### src/core/itmr_pkg.sv
`default_nettype none
package itmr_pkg;
  // Register map on the 16-bit special function register space
  localparam logic [15:0] MODE_CONTROL_0_ADDR  = 16'hff53;
  localparam logic [15:0] MODE_CONTROL_1_ADDR  = 16'hff57;
  localparam logic [15:0] COMPARE_VALUE_0_ADDR = 16'hff50;
  localparam logic [15:0] COUNTER_0_ADDR       = 16'hff51;
  localparam logic [15:0] COMPARE_VALUE_1_ADDR = 16'hff54;
  localparam logic [15:0] COUNTER_1_ADDR       = 16'hff55;

  // Mode control fields
  localparam int          COUNT_ENABLE_POS    = 7;
  localparam int          CLOCK_SELECT_HI_POS = 2;
  localparam int          CLOCK_SELECT_LO_POS = 1;
  localparam logic [7:0]  MODE_WRITABLE_MASK  = 8'h86;
  localparam logic [7:0]  MODE_CONTROL_RESET  = 8'h00;
  localparam logic [7:0]  COUNTER_RESET       = 8'h00;

  // Prescaler taps: tap k ticks once every 2^(k+1) main clocks
  localparam int          PRESCALE_WIDTH = 7;
  localparam logic [2:0]  TAP_DIV2   = 3'h0;
  localparam logic [2:0]  TAP_DIV4   = 3'h1;
  localparam logic [2:0]  TAP_DIV16  = 3'h3;
  localparam logic [2:0]  TAP_DIV32  = 3'h4;
  localparam logic [2:0]  TAP_DIV64  = 3'h5;
  localparam logic [2:0]  TAP_DIV128 = 3'h6;

  typedef enum logic [1:0] {
    SEL_FAST   = 2'h0,
    SEL_MID    = 2'h1,
    SEL_SLOW   = 2'h2,
    SEL_BANNED = 2'h3
  } clock_select_t;
endpackage
`default_nettype wire

### src/core/prescaler.sv
`timescale 1ns/1ns
`default_nettype none
module prescaler
  import itmr_pkg::*;
(
  input  wire logic                      i_clk,
  input  wire logic                      i_rst,
  output logic [PRESCALE_WIDTH-1:0]      o_phase,
  output logic [PRESCALE_WIDTH-1:0]      o_tick
);
  logic [PRESCALE_WIDTH-1:0] phase_reg;

  // Free running, never cleared by the timers, so a start lands anywhere
  // in the count period
  always_ff @(posedge i_clk or posedge i_rst) begin
    if (i_rst) begin
      phase_reg <= '0;
    end else begin
      phase_reg <= phase_reg + 7'h01;
    end
  end

  genvar k;
  generate
    for (k = 0; k < PRESCALE_WIDTH; k++) begin : g_tap
      assign o_tick[k] = &phase_reg[k:0];
    end
  endgenerate

  assign o_phase = phase_reg;
endmodule // prescaler
`default_nettype wire

### src/core/interval_channel.sv
`timescale 1ns/1ns
`default_nettype none
module interval_channel
  import itmr_pkg::*;
(
  input  wire logic       i_clk,
  input  wire logic       i_rst,
  input  wire logic       i_enable,
  input  wire logic       i_tick,
  input  wire logic [7:0] i_compare,
  output logic [7:0]      o_count,
  output logic            o_match
);
  logic [7:0] count_reg;
  logic       match_reg;
  logic       hit;

  assign hit = (count_reg == i_compare);

  always_ff @(posedge i_clk or posedge i_rst) begin
    if (i_rst) begin
      count_reg <= COUNTER_RESET;
    end else if (!i_enable) begin
      count_reg <= COUNTER_RESET;
    end else if (i_tick) begin
      count_reg <= hit ? COUNTER_RESET : count_reg + 8'h01;
    end
  end

  // One main clock wide request per match
  always_ff @(posedge i_clk or posedge i_rst) begin
    if (i_rst) begin
      match_reg <= 1'b0;
    end else begin
      match_reg <= i_enable && i_tick && hit;
    end
  end

  assign o_count = count_reg;
  assign o_match = match_reg;
endmodule // interval_channel
`default_nettype wire

### src/core/dual_interval_timer.sv
`timescale 1ns/1ns
`default_nettype none
module dual_interval_timer
  import itmr_pkg::*;
(
  input  wire logic        i_clk,
  input  wire logic        i_rst,
  input  wire logic [15:0] i_addr,
  input  wire logic        i_wr,
  input  wire logic [7:0]  i_wr_data,
  input  wire logic [7:0]  i_wr_bits,
  input  wire logic        i_rd,
  output logic [7:0]       o_rd_data,
  output logic             o_match_irq_0,
  output logic             o_match_irq_1
);
  logic [PRESCALE_WIDTH-1:0] phase;
  logic [PRESCALE_WIDTH-1:0] taps;
  logic [7:0]                mode_control_reg [2];
  logic [7:0]                compare_value_reg [2];
  logic [7:0]                counter [2];
  logic                      match_irq [2];
  logic                      count_enable [2];
  logic [1:0]                clock_select [2];
  logic                      count_tick [2];
  logic [7:0]                rd_data_reg;

  // Merge of a byte write or a single-bit write into a register
  function automatic logic [7:0] merge_bits(
    input logic [7:0] old_val,
    input logic [7:0] data,
    input logic [7:0] bits
  );
    merge_bits = (old_val & ~bits) | (data & bits);
  endfunction

  // Picks the count clock enable for a select code
  function automatic logic pick_tick(
    input logic [PRESCALE_WIDTH-1:0] t,
    input logic [2:0]                fast,
    input logic [2:0]                mid,
    input logic [2:0]                slow,
    input logic [1:0]                sel
  );
    case (clock_select_t'(sel))
      SEL_FAST: pick_tick = t[fast];
      SEL_MID:  pick_tick = t[mid];
      SEL_SLOW: pick_tick = t[slow];
      default:  pick_tick = 1'b0;
    endcase
  endfunction

  prescaler u_prescaler (
    .i_clk   (i_clk),
    .i_rst   (i_rst),
    .o_phase (phase),
    .o_tick  (taps)
  );

  // Barred code gives no count clock, so the counter just holds
  assign count_tick[0] = pick_tick(taps, TAP_DIV4, TAP_DIV16, TAP_DIV64,
                                   clock_select[0]);
  assign count_tick[1] = pick_tick(taps, TAP_DIV2, TAP_DIV32, TAP_DIV128,
                                   clock_select[1]);

  genvar i;
  generate
    for (i = 0; i < 2; i++) begin : g_timer
      localparam logic [15:0] MODE_ADDR =
        (i == 0) ? MODE_CONTROL_0_ADDR : MODE_CONTROL_1_ADDR;
      localparam logic [15:0] CMP_ADDR =
        (i == 0) ? COMPARE_VALUE_0_ADDR : COMPARE_VALUE_1_ADDR;

      // Only enable and clock select are stored; other bits stay zero
      always_ff @(posedge i_clk or posedge i_rst) begin
        if (i_rst) begin
          mode_control_reg[i] <= MODE_CONTROL_RESET;
        end else if (i_wr && i_addr == MODE_ADDR) begin
          mode_control_reg[i] <= merge_bits(mode_control_reg[i],
                                            i_wr_data, i_wr_bits)
                                 & MODE_WRITABLE_MASK;
        end
      end

      // No reset: content after reset is left undefined
      always_ff @(posedge i_clk) begin
        if (i_wr && i_addr == CMP_ADDR) begin
          compare_value_reg[i] <= merge_bits(compare_value_reg[i],
                                             i_wr_data, i_wr_bits);
        end
      end

      assign count_enable[i] = mode_control_reg[i][COUNT_ENABLE_POS];
      assign clock_select[i] =
        mode_control_reg[i][CLOCK_SELECT_HI_POS:CLOCK_SELECT_LO_POS];

      interval_channel u_channel (
        .i_clk     (i_clk),
        .i_rst     (i_rst),
        .i_enable  (count_enable[i]),
        .i_tick    (count_tick[i]),
        .i_compare (compare_value_reg[i]),
        .o_count   (counter[i]),
        .o_match   (match_irq[i])
      );
    end
  endgenerate

  // Register read path, one cycle behind the read strobe
  always_ff @(posedge i_clk or posedge i_rst) begin
    if (i_rst) begin
      rd_data_reg <= 8'h00;
    end else if (i_rd) begin
      case (i_addr)
        MODE_CONTROL_0_ADDR:  rd_data_reg <= mode_control_reg[0];
        MODE_CONTROL_1_ADDR:  rd_data_reg <= mode_control_reg[1];
        COMPARE_VALUE_0_ADDR: rd_data_reg <= compare_value_reg[0];
        COMPARE_VALUE_1_ADDR: rd_data_reg <= compare_value_reg[1];
        COUNTER_0_ADDR:       rd_data_reg <= counter[0];
        COUNTER_1_ADDR:       rd_data_reg <= counter[1];
        default:              rd_data_reg <= 8'h00;
      endcase
    end
  end

  assign o_rd_data     = rd_data_reg;
  assign o_match_irq_0 = match_irq[0];
  assign o_match_irq_1 = match_irq[1];
endmodule // dual_interval_timer
`default_nettype wire

### config.mk
export PLATFORM = sky130hd
export DESIGN_NAME = dual_interval_timer
export DESIGN_NICKNAME = d
export VERILOG_FILES = /design/src/core/itmr_pkg.sv /design/src/core/prescaler.sv /design/src/core/interval_channel.sv /design/src/core/dual_interval_timer.sv
export SDC_FILE = /design/constraint.sdc
export NUM_CORES = 1
export LEC_CHECK = 0
export BUFFER_PORTS_ARGS = -buffer_cell sky130_fd_sc_hd__buf_2
export CAP_MARGIN = 20
export CORE_UTILIZATION = 57
export DETAILED_ROUTE_END_ITERATION = 10
export PLACE_DENSITY = 0.8
export SKIP_LAST_GASP = 1
export SYNTH_ARGS = -nofsm -noshare
export SYNTH_HDL_FRONTEND = slang
export SYNTH_SLANG_ARGS = --single-unit
export TNS_END_PERCENT = 1
### constraint.sdc
create_clock -name i_clk -period 5.2 [get_ports i_clk]
set_input_delay 0.26 -clock i_clk [delete_from_list [all_inputs] [get_ports i_clk]]
set_output_delay 0.26 -clock i_clk [all_outputs]
set_load 0.005 [all_outputs]
# Yosys cells after proc, flatten, opt, wreduce, memory -nomap -nowiden
# Memory sizes are Yosys's and may differ from the RTL's.
# Cells that the tools add are included.
[op_classes]
n_addsub = 3
n_eq_ne = 14
muxes = 16
n_bitwise = 10
n_reduce_logical = 16
[op_table]
columns = ["op", "n"]
rows = [
  ["$eq 16x16->1 const B", 6],
  ["$mux 8", 7],
  ["$pmux 8 s6", 1],
  ["$and 8x8->8", 5],
  ["$or 8x8->8", 4],
  ["$add 8x1->8 const B", 2],
  ["$eq 8x8->1", 2],
  ["$logic_and 1x1->1", 8],
  ["$not 8->8", 1],
  ["$reduce_or 8->1", 1],
  ["$add 7x1->7 const B", 1],
  ["$reduce_and 7->1", 1],
  ["$mux 1", 6],
  ["$pmux 1 s3", 2],
  ["$reduce_and 6->1", 1],
  ["$reduce_and 5->1", 1],
  ["$eq 2x1->1 const B", 2],
  ["$eq 2x2->1 const B", 2],
  ["$logic_not 2->1", 2],
  ["$ne 2x1->1 const B", 2],
  ["$reduce_and 4->1", 1],
  ["$reduce_and 2->1", 1],
]
[word_totals]
reg_bits = 39
ramBits = 16
in_bits = 36
out_inout_bits = 10
elab_cells = 68
memories = 1
[mem_list]
columns = ["name", "words", "word_bits", "rd", "rd_ports_with_merged_regs", "wr", "line_no", "text"]
rows = [
  ["compare_value_reg", 2, 8, 2, 0, 1, "dual_interval_timer.sv:20", "logic [7:0] compare_value_reg [2];"],
]

# Logic depth before layout (Yosys ltp)
# Gate-level depths: netlist of the first run.
[logic_depth]
ltp_word = 6
depth_mapped = 7
ltp_nobuf = 6

# Cells and area by module
# A second synthesis of the first run with hierarchy kept.
[hier_totals]
hier_cells = 301
area_unflattened_um2 = 3146.8
[modules_own_cells]
columns = ["module", "n_inst", "cells_each", "area_per_inst_um2", "seq_area_each_um2"]
rows = [
  ["dual_interval_timer", 1, 142, 1656.6, 830.8],
  ["interval_channel", 2, 68, 586.8, 225.2],
  ["prescaler", 1, 23, 316.6, 175.2],
]

# Worst setup path after synthesis of the first run
# No wires, ideal clock.
[synth_path]
path_type = "register to register"
from = "reg u_prescaler.phase_reg[0] (netlist: u_prescaler.o_phase[0])"
to = "reg g_timer[0].u_channel.count_reg[2]"
setup_ps = 83
arrival_time_ps = 1775
required_time_ps = 5117
path_slack_ps = 3342
stages_incl_launch_ff = 8
path_buffers = 1
period_less_slack_ps = 1858
cell_sequence = "dfrtp_1 ha_1 nand3_2 o22ai_2 nor2_2 buf_6 or4b_1 a31oi_1"
[synth_between]
elab_chain_cells = 3
elab_cells_between_ends = 5
[synth_rtl]
columns = ["item", "line_no", "text"]
rows = [
  ["from (decl)", "prescaler.sv:11", "logic [PRESCALE_WIDTH-1:0] phase_reg;"],
  ["from (signal assigned)", "prescaler.sv:19", "phase_reg <= phase_reg + 7'h01;"],
  ["$reduce_and 6->1 (tied with other cells)", "prescaler.sv:26", "assign o_tick[k] = &phase_reg[k:0];"],
  ["$pmux 1 s3 (*)", "dual_interval_timer.sv:45", "case (clock_select_t'(sel))"],
  ["$ne 2x1->1 (no source line) (*)", "n/a", ""],
  ["to (signal assigned)", "interval_channel.sv:26", "count_reg <= hit ? COUNTER_RESET : count_reg + 8'h01;"],
  ["to (decl)", "interval_channel.sv:14", "logic [7:0] count_reg;"],
]
# Mark *: on every way between the ends. The rest lies on a longest branch, timed or not.
# A chain may end at the register's enable or synchronous reset.

==> results of run 1 <==
final cells by class:
type                            instances  area, um^2
Tap cell                               67        83.8
Fill cell                             377        1550
Clock inverter                          2        7.51
Timing Repair Buffer                   46         233
Sequential cell                        55        1460
Multi-Input combinational cell        194        1440
Inverter                                9        33.8
Clock buffer                            6        72.6
metrics by stage:
stage / power, mW / std cells / hold slack, ns
after floorplan: 0.473 / 266 / 0.359
after global placement: 0.495 / 371 / 0.398
after detailed placement: 0.495 / 371 / 0.403
after CTS: 0.713 / 379 / 0.0794
after global routing: 0.736 / 379 / 0.104
final: 0.706 / 379 / 0.0704
tightest hold or removal path, stage by stage:
cell	delay (ns)
buf_2	0.09
inv_1	0.04
buf_4	0.43
routing by layer:
metal | part of all wire (%) | track usage, % | up-vias
li1 | - | - | 1070
met1 | 47 | 35.7 | 1110
met2 | 47 | 39.4 | 92
met3 | 4.8 | 4.07 | 8
met4 | 0.91 | 6.41 | 0
met5 | 0 | 0 | -
worst min path at each step:
stage,start,to
2_1_floorplan,i_wr_data[7],flop
3_3_place_gp,i_rst,g_timer[0].u_channel.o_count[2]
3_5_place_dp,i_rst,g_timer[0].u_channel.o_count[2]
4_1_cts,i_rst,g_timer[0].u_channel.o_count[2]
5_1_grt,i_rst,g_timer[0].u_channel.o_count[2]
6_report,i_rst,g_timer[0].u_channel.o_match
cells by family (layout without fill, tap and decap cells):
group | after synthesis | after routing | share of synthesized area, %
adders and majority gates | 4 | 4 | 1.68
muxes | 17 | 17 | 9.43
AOI/OAI and AO/OA | 44 | 44 | 9.60
and+or+nand+nor | 108 | 108 | 21.5
DFF | 55 | 55 | 49.0
xor gates and xnor gates | 21 | 21 | 6.19
buffers and inverters | 17 | 63 | 2.57
power breakdown:
| group | leakage (nW) | internal [mW] | switching (mW) |
|---|---|---|---|
| Clock | 0.0403 | 0.0923 | 0.128 |
| Combinational | 0.690 | 0.0177 | 0.0217 |
| Sequential | 0.670 | 0.446 | 0.000713 |
| Total | 1.40 | 0.556 | 0.150 |
cells in the mapped netlist, types with 2 or more instances:
cell,instances
dfrtp_1,39
and2_1,17
nand2_1,17
edfxtp_1,16
nand3_1,15
o21ai_0,12
a21oi_1,11
xnor2_1,11
xor2_1,10
inv_1,8
mux2_2,8
mux4_2,8
nor2_1,8
nand4_1,7
and3_1,5
clkbuf_1,5
nand3b_1,5
nand4b_1,5
nor3_1,5
a31oi_1,4
ha_1,4
nor4_1,4
a22oi_1,3
nand2b_1,3
o21a_1,3
or2_2,3
a21boi_0,2
nor2_2,2
or4_1,2
==> impl_metrics.env, run 1 <==
export IMPL_cp_max_fo=10
export IMPL_netlist_instances=266
export IMPL_wl_per_cell_um=16.8
export IMPL_ys_seq_area_share_pct=49.0
export IMPL_finalWirelength_um=6380
export IMPL_tritoncts="built"
export IMPL_start_util_pct=60.9
export IMPL_areaGrowthSynthToFinish_pct=11.9
export IMPL_io_pins=46
export IMPL_drv_cap=0
export IMPL_grt_usage_pct=24.8
export IMPL_period_share_pct=41.0
export IMPL_crit_start="i_addr[3]"
export IMPL_postCtsResizedCells=0
export IMPL_post_route_util_pct=68.2
export IMPL_worst_pin_slew_ns=0.743
export IMPL_clock_path_buffers=2
export IMPL_synth_top_area_share_pct=32.8
export IMPL_yosysWarnings=0
export IMPL_final_max_slew_viol_count=0
export IMPL_path_cells="buf_2 -> or3b_1 -> nor4_2 -> nor2b_1 -> and4b_1 -> and2_1"
export IMPL_synth_async_reset_ratio_pct=70.9
export IMPL_yosys_top_cells_area="dfrtp_1 (33%), edfxtp_1 (16%), mux4_2 (6.1%)"
export IMPL_overflow=0
export IMPL_synth_cell_types=53
export IMPL_r2r_setup_slack_ns=3.11
export IMPL_hp_class="in2async"
export IMPL_synth_cell_area_um2=2970
export IMPL_finalSetupViolations=0
export IMPL_clock_latency_ns=0.30
export IMPL_cts_max_level=2
export IMPL_synth_edff_count=16
export IMPL_critPathBufInv=1
export IMPL_fp_row_count=25
export IMPL_cp_end_kind="flop"
export IMPL_fin_setup_tns_ns=0
export IMPL_ir_drop_uv=137
export IMPL_required_ns=5.22
export IMPL_nets=351
export IMPL_io_buffers=45
export IMPL_fin_area_um2=3330
export IMPL_path_delay_family="simple AND/OR/NAND/NOR gates"
export IMPL_clockRootBuffer="clkbuf_8"
export IMPL_grt_pass1_vias=2036
export IMPL_place_area_um2=3250
export IMPL_synthFlopType="dfrtp_1"
export IMPL_postRouteAntennaNets=0
export IMPL_cp_depth=6
export IMPL_reg2regPathDepth=5
export IMPL_layout_common_cells="buf_2 (45), dfrtp_1 (39), nand2_1 (17), and2_1 (17), edfxtp_1 (16)"
export IMPL_cp_slowest_cell="nor2b_1"
export IMPL_ctsHoldBuffers=0
export IMPL_period_needed_ns=2.13
export IMPL_reg2reg_from="g_timer[1].u_channel.o_count[2]"
export IMPL_worst_slack_ns=3.07
export IMPL_skew_ns=0.00568
export IMPL_rsz0062_at_grt="false"
export IMPL_dr_pass1_iters=4
export IMPL_drt_initial_drc_count=178
export IMPL_die_y_um=74.2
export IMPL_antenna_cells=0
export IMPL_clkSinkCount=55
export IMPL_grt_pass1_wl_um=10000
export IMPL_cts_made_buffers=5
export IMPL_layout_drive_gt1_share_pct=25.3
export IMPL_synth_avg_cell_area_um2=11.2
export IMPL_slew_headroom_pct=50.3
export IMPL_yosys_register_bits=55
export IMPL_power_density_nw_per_um2=212
export IMPL_syn_nets=306
export IMPL_critPathMaxStageDelay_ns=0.64
export IMPL_rr_endpoint="g_timer[1].u_channel.o_count[7]"
export IMPL_dp_hpwl_um=4680
export IMPL_gp_congestion=0.935
export IMPL_vias=2280
export IMPL_cellLeakagePower_nw=1.40
export IMPL_status="finished, final reports clean"
export IMPL_dieArea_um2=5510
export IMPL_yosys_area_top_type="dfrtp_1"
export IMPL_drc_errors=0
export IMPL_hold_viol=0
export IMPL_core_region_area_um2=4880
export IMPL_viasPerCell=6.02
export IMPL_detailedPlace_worstSlack_ns=2.76
export IMPL_crit_type="in2reg"
export IMPL_cp_arrival_ns=2.15
export IMPL_final_common_cell="buf_2"
export IMPL_antenna_found_initial=0
export IMPL_cts_setup_buffers=0
export IMPL_cts_clk_slew_worst_paths_ns=0.09
export IMPL_startpoint_type="primary input"
export IMPL_die_w_um=74.2
export IMPL_timing_fmax_ghz=0.468
export IMPL_grt_max_degree=40
No activity file was read; power rests on OpenSTA's default activity.
==> inputs of run 2 (changes only) <==
clock period = 2.15 ns   (was 5.2 ns; I/O delays follow)
==> impl_metrics.env, run 2 (same netlist as run 1, synthesis figures left out) <==
export IMPL_fin_setup_tns_ns=0
export IMPL_clockRootBuffer="clkbuf_8"
export IMPL_rsz0062_at_grt="false"
export IMPL_layout_drive_gt1_share_pct=27.5
export IMPL_skew_ns=0.00937
export IMPL_slew_headroom_pct=66.7
export IMPL_io_pins=46
export IMPL_vias=2335
export IMPL_cts_setup_buffers=0
export IMPL_fp_row_count=25
export IMPL_areaGrowthSynthToFinish_pct=16.2
export IMPL_finalSetupViolations=0
export IMPL_nets=366
export IMPL_ir_drop_uv=444
export IMPL_cp_slowest_cell="or4_1"
export IMPL_cp_max_fo=11
export IMPL_critPathMaxStageDelay_ns=0.52
export IMPL_tritoncts="built"
export IMPL_period_share_pct=88.6
export IMPL_die_w_um=74.2
export IMPL_final_max_slew_viol_count=0
export IMPL_overflow=0
export IMPL_cts_made_buffers=5
export IMPL_finalPower_mw=1.73
export IMPL_wl_per_cell_um=16.5
export IMPL_postCtsResizedCells=0
export IMPL_grt_pass1_wl_um=10900
export IMPL_worst_pin_slew_ns=0.499
export IMPL_timing_fmax_ghz=0.525
export IMPL_drv_cap=0
export IMPL_cellLeakagePower_nw=1.48
export IMPL_postRouteAntennaNets=0
export IMPL_clock_latency_ns=0.31
export IMPL_dieArea_um2=5510
export IMPL_dp_cells=381
export IMPL_dp_hpwl_um=4840
export IMPL_start_util_pct=60.9
export IMPL_cts_max_level=2
export IMPL_hold_viol=0
export IMPL_status="finished, final reports clean"
export IMPL_die_y_um=74.2
export IMPL_hp_class="in2reg"
export IMPL_cp_arrival_ns=2.13
export IMPL_path_delay_family="simple AND/OR/NAND/NOR gates"
export IMPL_clock_path_buffers=2
export IMPL_gp_congestion=0.831
export IMPL_cts_clk_slew_worst_paths_ns=0.09
export IMPL_grt_usage_pct=27.1
export IMPL_viasPerCell=5.93
export IMPL_antenna_cells=0
export IMPL_dr_pass1_iters=4
export IMPL_io_buffers=45
export IMPL_critPathBufInv=0
export IMPL_drc_errors=0
export IMPL_grt_max_degree=40
export IMPL_antenna_found_initial=0
export IMPL_crit_type="reg2reg"
export IMPL_post_route_util_pct=70.7
export IMPL_power_density_nw_per_um2=500
export IMPL_path_cells="ha_1 -> nand3_2 -> o22ai_2 -> nor2_2 -> or4_1 -> a31oi_1"
export IMPL_cp_end_kind="flop"
export IMPL_core_region_area_um2=4880
export IMPL_grt_pass1_vias=2294
export IMPL_drt_initial_drc_count=154
export IMPL_finalWirelength_um=6520
export IMPL_clkSinkCount=55
export IMPL_period_needed_ns=1.91
export IMPL_required_ns=2.38
export IMPL_final_common_cell="buf_2"
export IMPL_fin_cells=394
export IMPL_startpoint_type="flop"
export IMPL_ctsHoldBuffers=5
export IMPL_layout_common_cells="buf_2 (45), dfrtp_1 (39), nand2_1 (17), and2_1 (17), edfxtp_1 (16)"
[run 2: changes by cell type in the layout (fill, tap and decap cells not counted), sizes merged]
| cell | change |
|---|---|
| clkinv | -1 |
| dlygate4sd3 | +5 |
| clkbuf | +1 |
| buf | +10 |
[run 2: where the power goes]
group	internal (mW)	switching, mW
clock network	0.229	0.314
registers	1.08	0.00176
logic	0.0488	0.0540
[run 2: final cells by class]
type,count,area (um^2)
multi-input cells,194,1440
flip-flops and latches,55,1460
inverters,9,33.8
repair buffers,61,358
fillers,362,1430
clock buffers,7,76.3
well taps,67,83.8
clock inverters,1,5.00
[run 2: per-stage QoR]
step                      area (um^2)  hold slack (ns)  setup slack, ns
after floorplan                  2970            0.206            0.292
after global routing             3450          0.00706           0.0970
after global placement           3320            0.248            0.292
final                            3450           0.0223            0.244
after detailed placement         3320            0.252            0.255
after CTS                        3450           0.0136            0.237
[run 2: path summary, 6_finish.rpt]
| check | from | end | slack (ns) | cells past startpoint |
|---|---|---|---|---|
| max in group asynchronous | i_rst | g_timer[1].u_channel.o_count[5] | 1.34 | 4 |
| min | i_wr_data[2] | flop | 0.02 | 1 |
| max | u_prescaler.o_phase[0] | g_timer[0].u_channel.o_count[6] | 0.24 | 6 |
| max reg2reg | u_prescaler.o_phase[0] | g_timer[0].u_channel.o_count[6] | 0.24 | 6 |
| min reg2reg | u_prescaler.o_phase[6] | u_prescaler.o_phase[6] | 0.49 | 1 |
| min in group asynchronous | i_rst | g_timer[0].u_channel.o_count[1] | 0.46 | 4 |
[run 2: worst register-to-register path, cell delays in order, from the launching register on]
cell     delay (ns)
dfrtp_1        0.41
ha_1           0.24
nand3_2        0.12
o22ai_2        0.22
nor2_2         0.14
or4_1          0.52
a31oi_1        0.18
[run 2: per-layer routing]
| layer | global-route usage, % | vias up | routed length, um |
|---|---|---|---|
| li1 | - | 1097 | - |
| met1 | 36.6 | 1133 | 2840 |
| met2 | 42.8 | 88 | 3100 |
| met3 | 6.50 | 17 | 423 |
| met4 | 10.0 | 0 | 157 |
| met5 | 0 | - | 0 |
==> inputs of run 3 (changes only) <==
ABC_AREA = 1   (was unset)
==> impl_metrics.env, run 3 <==
export IMPL_rsz0062_at_grt="false"
export IMPL_skew_ns=0.00921
export IMPL_yosys_area_top_type="dfrtp_1"
export IMPL_fillers=425
export IMPL_drc_errors=0
export IMPL_ys_seq_area_share_pct=46.4
export IMPL_overflow=0
export IMPL_yosysWarnings=0
export IMPL_final_common_cell="nand2_1"
export IMPL_cts_max_level=2
export IMPL_yosys_top_cells_area="dfrtp_1 (31%), edfxtp_1 (15%), nand2_1 (11%)"
export IMPL_ctsHoldBuffers=6
export IMPL_status="finished, final reports clean"
export IMPL_yosys_top_cells_count="nand2_1 (96), nand3_1 (50), inv_1 (41), dfrtp_1 (39), nor2_1 (36)"
export IMPL_postCtsResizedCells=0
export IMPL_cp_max_fo=8
export IMPL_drv_cap=0
export IMPL_synth_avg_cell_area_um2=8.13
export IMPL_cp_arrival_ns=1.98
export IMPL_gp_congestion=0.896
export IMPL_finalSetupViolations=0
export IMPL_antenna_found_initial=0
export IMPL_power_density_nw_per_um2=517
export IMPL_syn_nets=426
export IMPL_io_pins=46
export IMPL_vias=2640
export IMPL_fp_row_count=26
export IMPL_dieArea_um2=5800
export IMPL_postRouteAntennaNets=0
export IMPL_ir_drop_uv=394
export IMPL_slew_headroom_pct=63.5
export IMPL_worst_pin_slew_ns=0.545
export IMPL_required_ns=2.39
export IMPL_regArea_um2=1460
export IMPL_fin_hold_ws_ns=0.00701
export IMPL_synth_top_area_share_pct=31.1
export IMPL_cellLeakagePower_nw=1.67
export IMPL_netlist_instances=386
export IMPL_clock_latency_ns=0.31
export IMPL_drt_initial_drc_count=138
export IMPL_grt_usage_pct=24.1
export IMPL_viasPerCell=5.22
export IMPL_synth_edff_count=16
export IMPL_clockRootBuffer="clkbuf_8"
export IMPL_grt_pass1_wl_um=11200
export IMPL_core_region_area_um2=5200
export IMPL_fin_setup_tns_ns=0
export IMPL_synthFlopType="dfrtp_1"
export IMPL_crit_type="reg2reg"
export IMPL_finalWirelength_um=6310
export IMPL_cts_clk_slew_worst_paths_ns=0.09
export IMPL_period_needed_ns=1.74
export IMPL_die_w_um=76.2
export IMPL_nets=475
export IMPL_cts_setup_buffers=0
export IMPL_layout_common_cells="nand2_1 (96), nand3_1 (50), buf_2 (45)"
export IMPL_synth_cell_area_um2=3140
export IMPL_wl_per_cell_um=12.5
export IMPL_grt_pass1_vias=2493
export IMPL_grt_max_degree=40
export IMPL_startpoint_type="flop"
export IMPL_cts_made_buffers=5
export IMPL_hp_class="in2reg"
export IMPL_yosys_cell_count_top_type="nand2_1"
export IMPL_hold_viol=0
export IMPL_cp_end_kind="flop"
export IMPL_tritoncts="built"
export IMPL_io_buffers=45
export IMPL_areaGrowthSynthToFinish_pct=14.2
export IMPL_period_share_pct=81.0
export IMPL_start_util_pct=60.3
export IMPL_dr_pass1_iters=5
export IMPL_multiInputGateArea_um2=1460
export IMPL_synth_cell_types=24
export IMPL_final_max_slew_viol_count=0
export IMPL_yosys_register_bits=55
export IMPL_antenna_cells=0
export IMPL_timing_fmax_ghz=0.574
export IMPL_clkSinkCount=55
export IMPL_clock_path_buffers=2
export IMPL_dp_hpwl_um=4860
export IMPL_die_y_um=76.2
export IMPL_layout_drive_gt1_share_pct=17.2
export IMPL_synth_async_reset_ratio_pct=70.9
-- run 3: cell count changes in the layout (fill, tap and decap cells not counted), moves of 7 or more --
cell	change
a21oi_1	-11
mux2_2	-8
mux4_2	-8
buf_4	-9
nor2_1	+27
o21ai_0	-12
and2_1	-15
nand2_2	+7
nand3_1	+35
nand2_1	+79
o21ai_1	+29
inv_1	+33
-- run 3: cell families (layout without fill, tap and decap cells) --
logic type / Yosys count / in the layout / share of synthesized area [%]
flops: 55 / 55 / 46.4
xor+xnor: 31 / 31 / 8.66
buf+inv: 53 / 103 / 6.98
fa+ha+maj: 4 / 4 / 1.60
compound gates: 29 / 29 / 4.63
simple gates: 214 / 214 / 31.7
-- run 3: cell type report --
cell class | count | share of cell area (%)
multi-input cells | 278 | 40.9
well taps | 70 | 2.44
repair buffers | 54 | 8.66
clock inverters | 3 | 1.19
clock buffers | 5 | 1.92
flip-flops and latches | 55 | 40.6
inverters | 41 | 4.29
-- run 3: stage by stage --
stage / power, mW / util (%) / area [um^2] / std cells / setup slack, ns
floorplan: 1.14 / - / 3140 / 386 / 0.696
global placement: 1.18 / 65.4 / 3400 / 491 / 0.493
detailed placement: 1.18 / 65.4 / 3400 / 491 / 0.408
CTS: 1.86 / 68.7 / 3570 / 505 / 0.402
global route: 1.91 / 68.8 / 3580 / 506 / 0.212
finish: 1.85 / 68.8 / 3580 / 506 / 0.409
-- run 3: worst paths after layout --
check	startpoint	slack, ns	end	depth (start not counted)
worst max-delay path	u_prescaler.o_phase[0]	0.41	g_timer[1].u_channel.o_count[5]	8
worst min-delay path	i_wr_data[2]	0.007	flop	1
worst max register to register	u_prescaler.o_phase[0]	0.41	g_timer[1].u_channel.o_count[5]	8
worst min register to register	u_prescaler.o_phase[5]	0.47	u_prescaler.o_phase[5]	1
max in group asynchronous	i_rst	1.37	g_timer[1].u_channel.o_count[5]	4
min in group asynchronous	i_rst	0.44	g_timer[0].u_channel.o_count[5]	4
-- run 3: routing by layer --
layer / routed length (um) / vias to the layer above / GRT usage, % / part of all wire [%]
met5: 0 / - / 0 / 0
met4: 91 / 0 / 6.73 / 1.4
met3: 295 / 12 / 4.19 / 4.7
met2: 3070 / 86 / 41.5 / 49
met1: 2850 / 1206 / 31.4 / 45
li1: - / 1336 / - / -
-- run 3: critical path, stage by stage (launching register included) --
cell	delay [ns]
dfrtp_1	0.43
ha_1	0.21
inv_1	0.10
nor3_1	0.06
nand3_1	0.09
nand3_2	0.13
nor2_1	0.45
nand2_1	0.09
o21ai_1	0.10
-- run 3: where the power goes --
part	internal [mW]	total, mW	switching, mW
registers	1.08	1.08	0.0000382
clock network	0.347	0.682	0.335
logic	0.0393	0.0948	0.0555
total	1.46	1.85	0.390
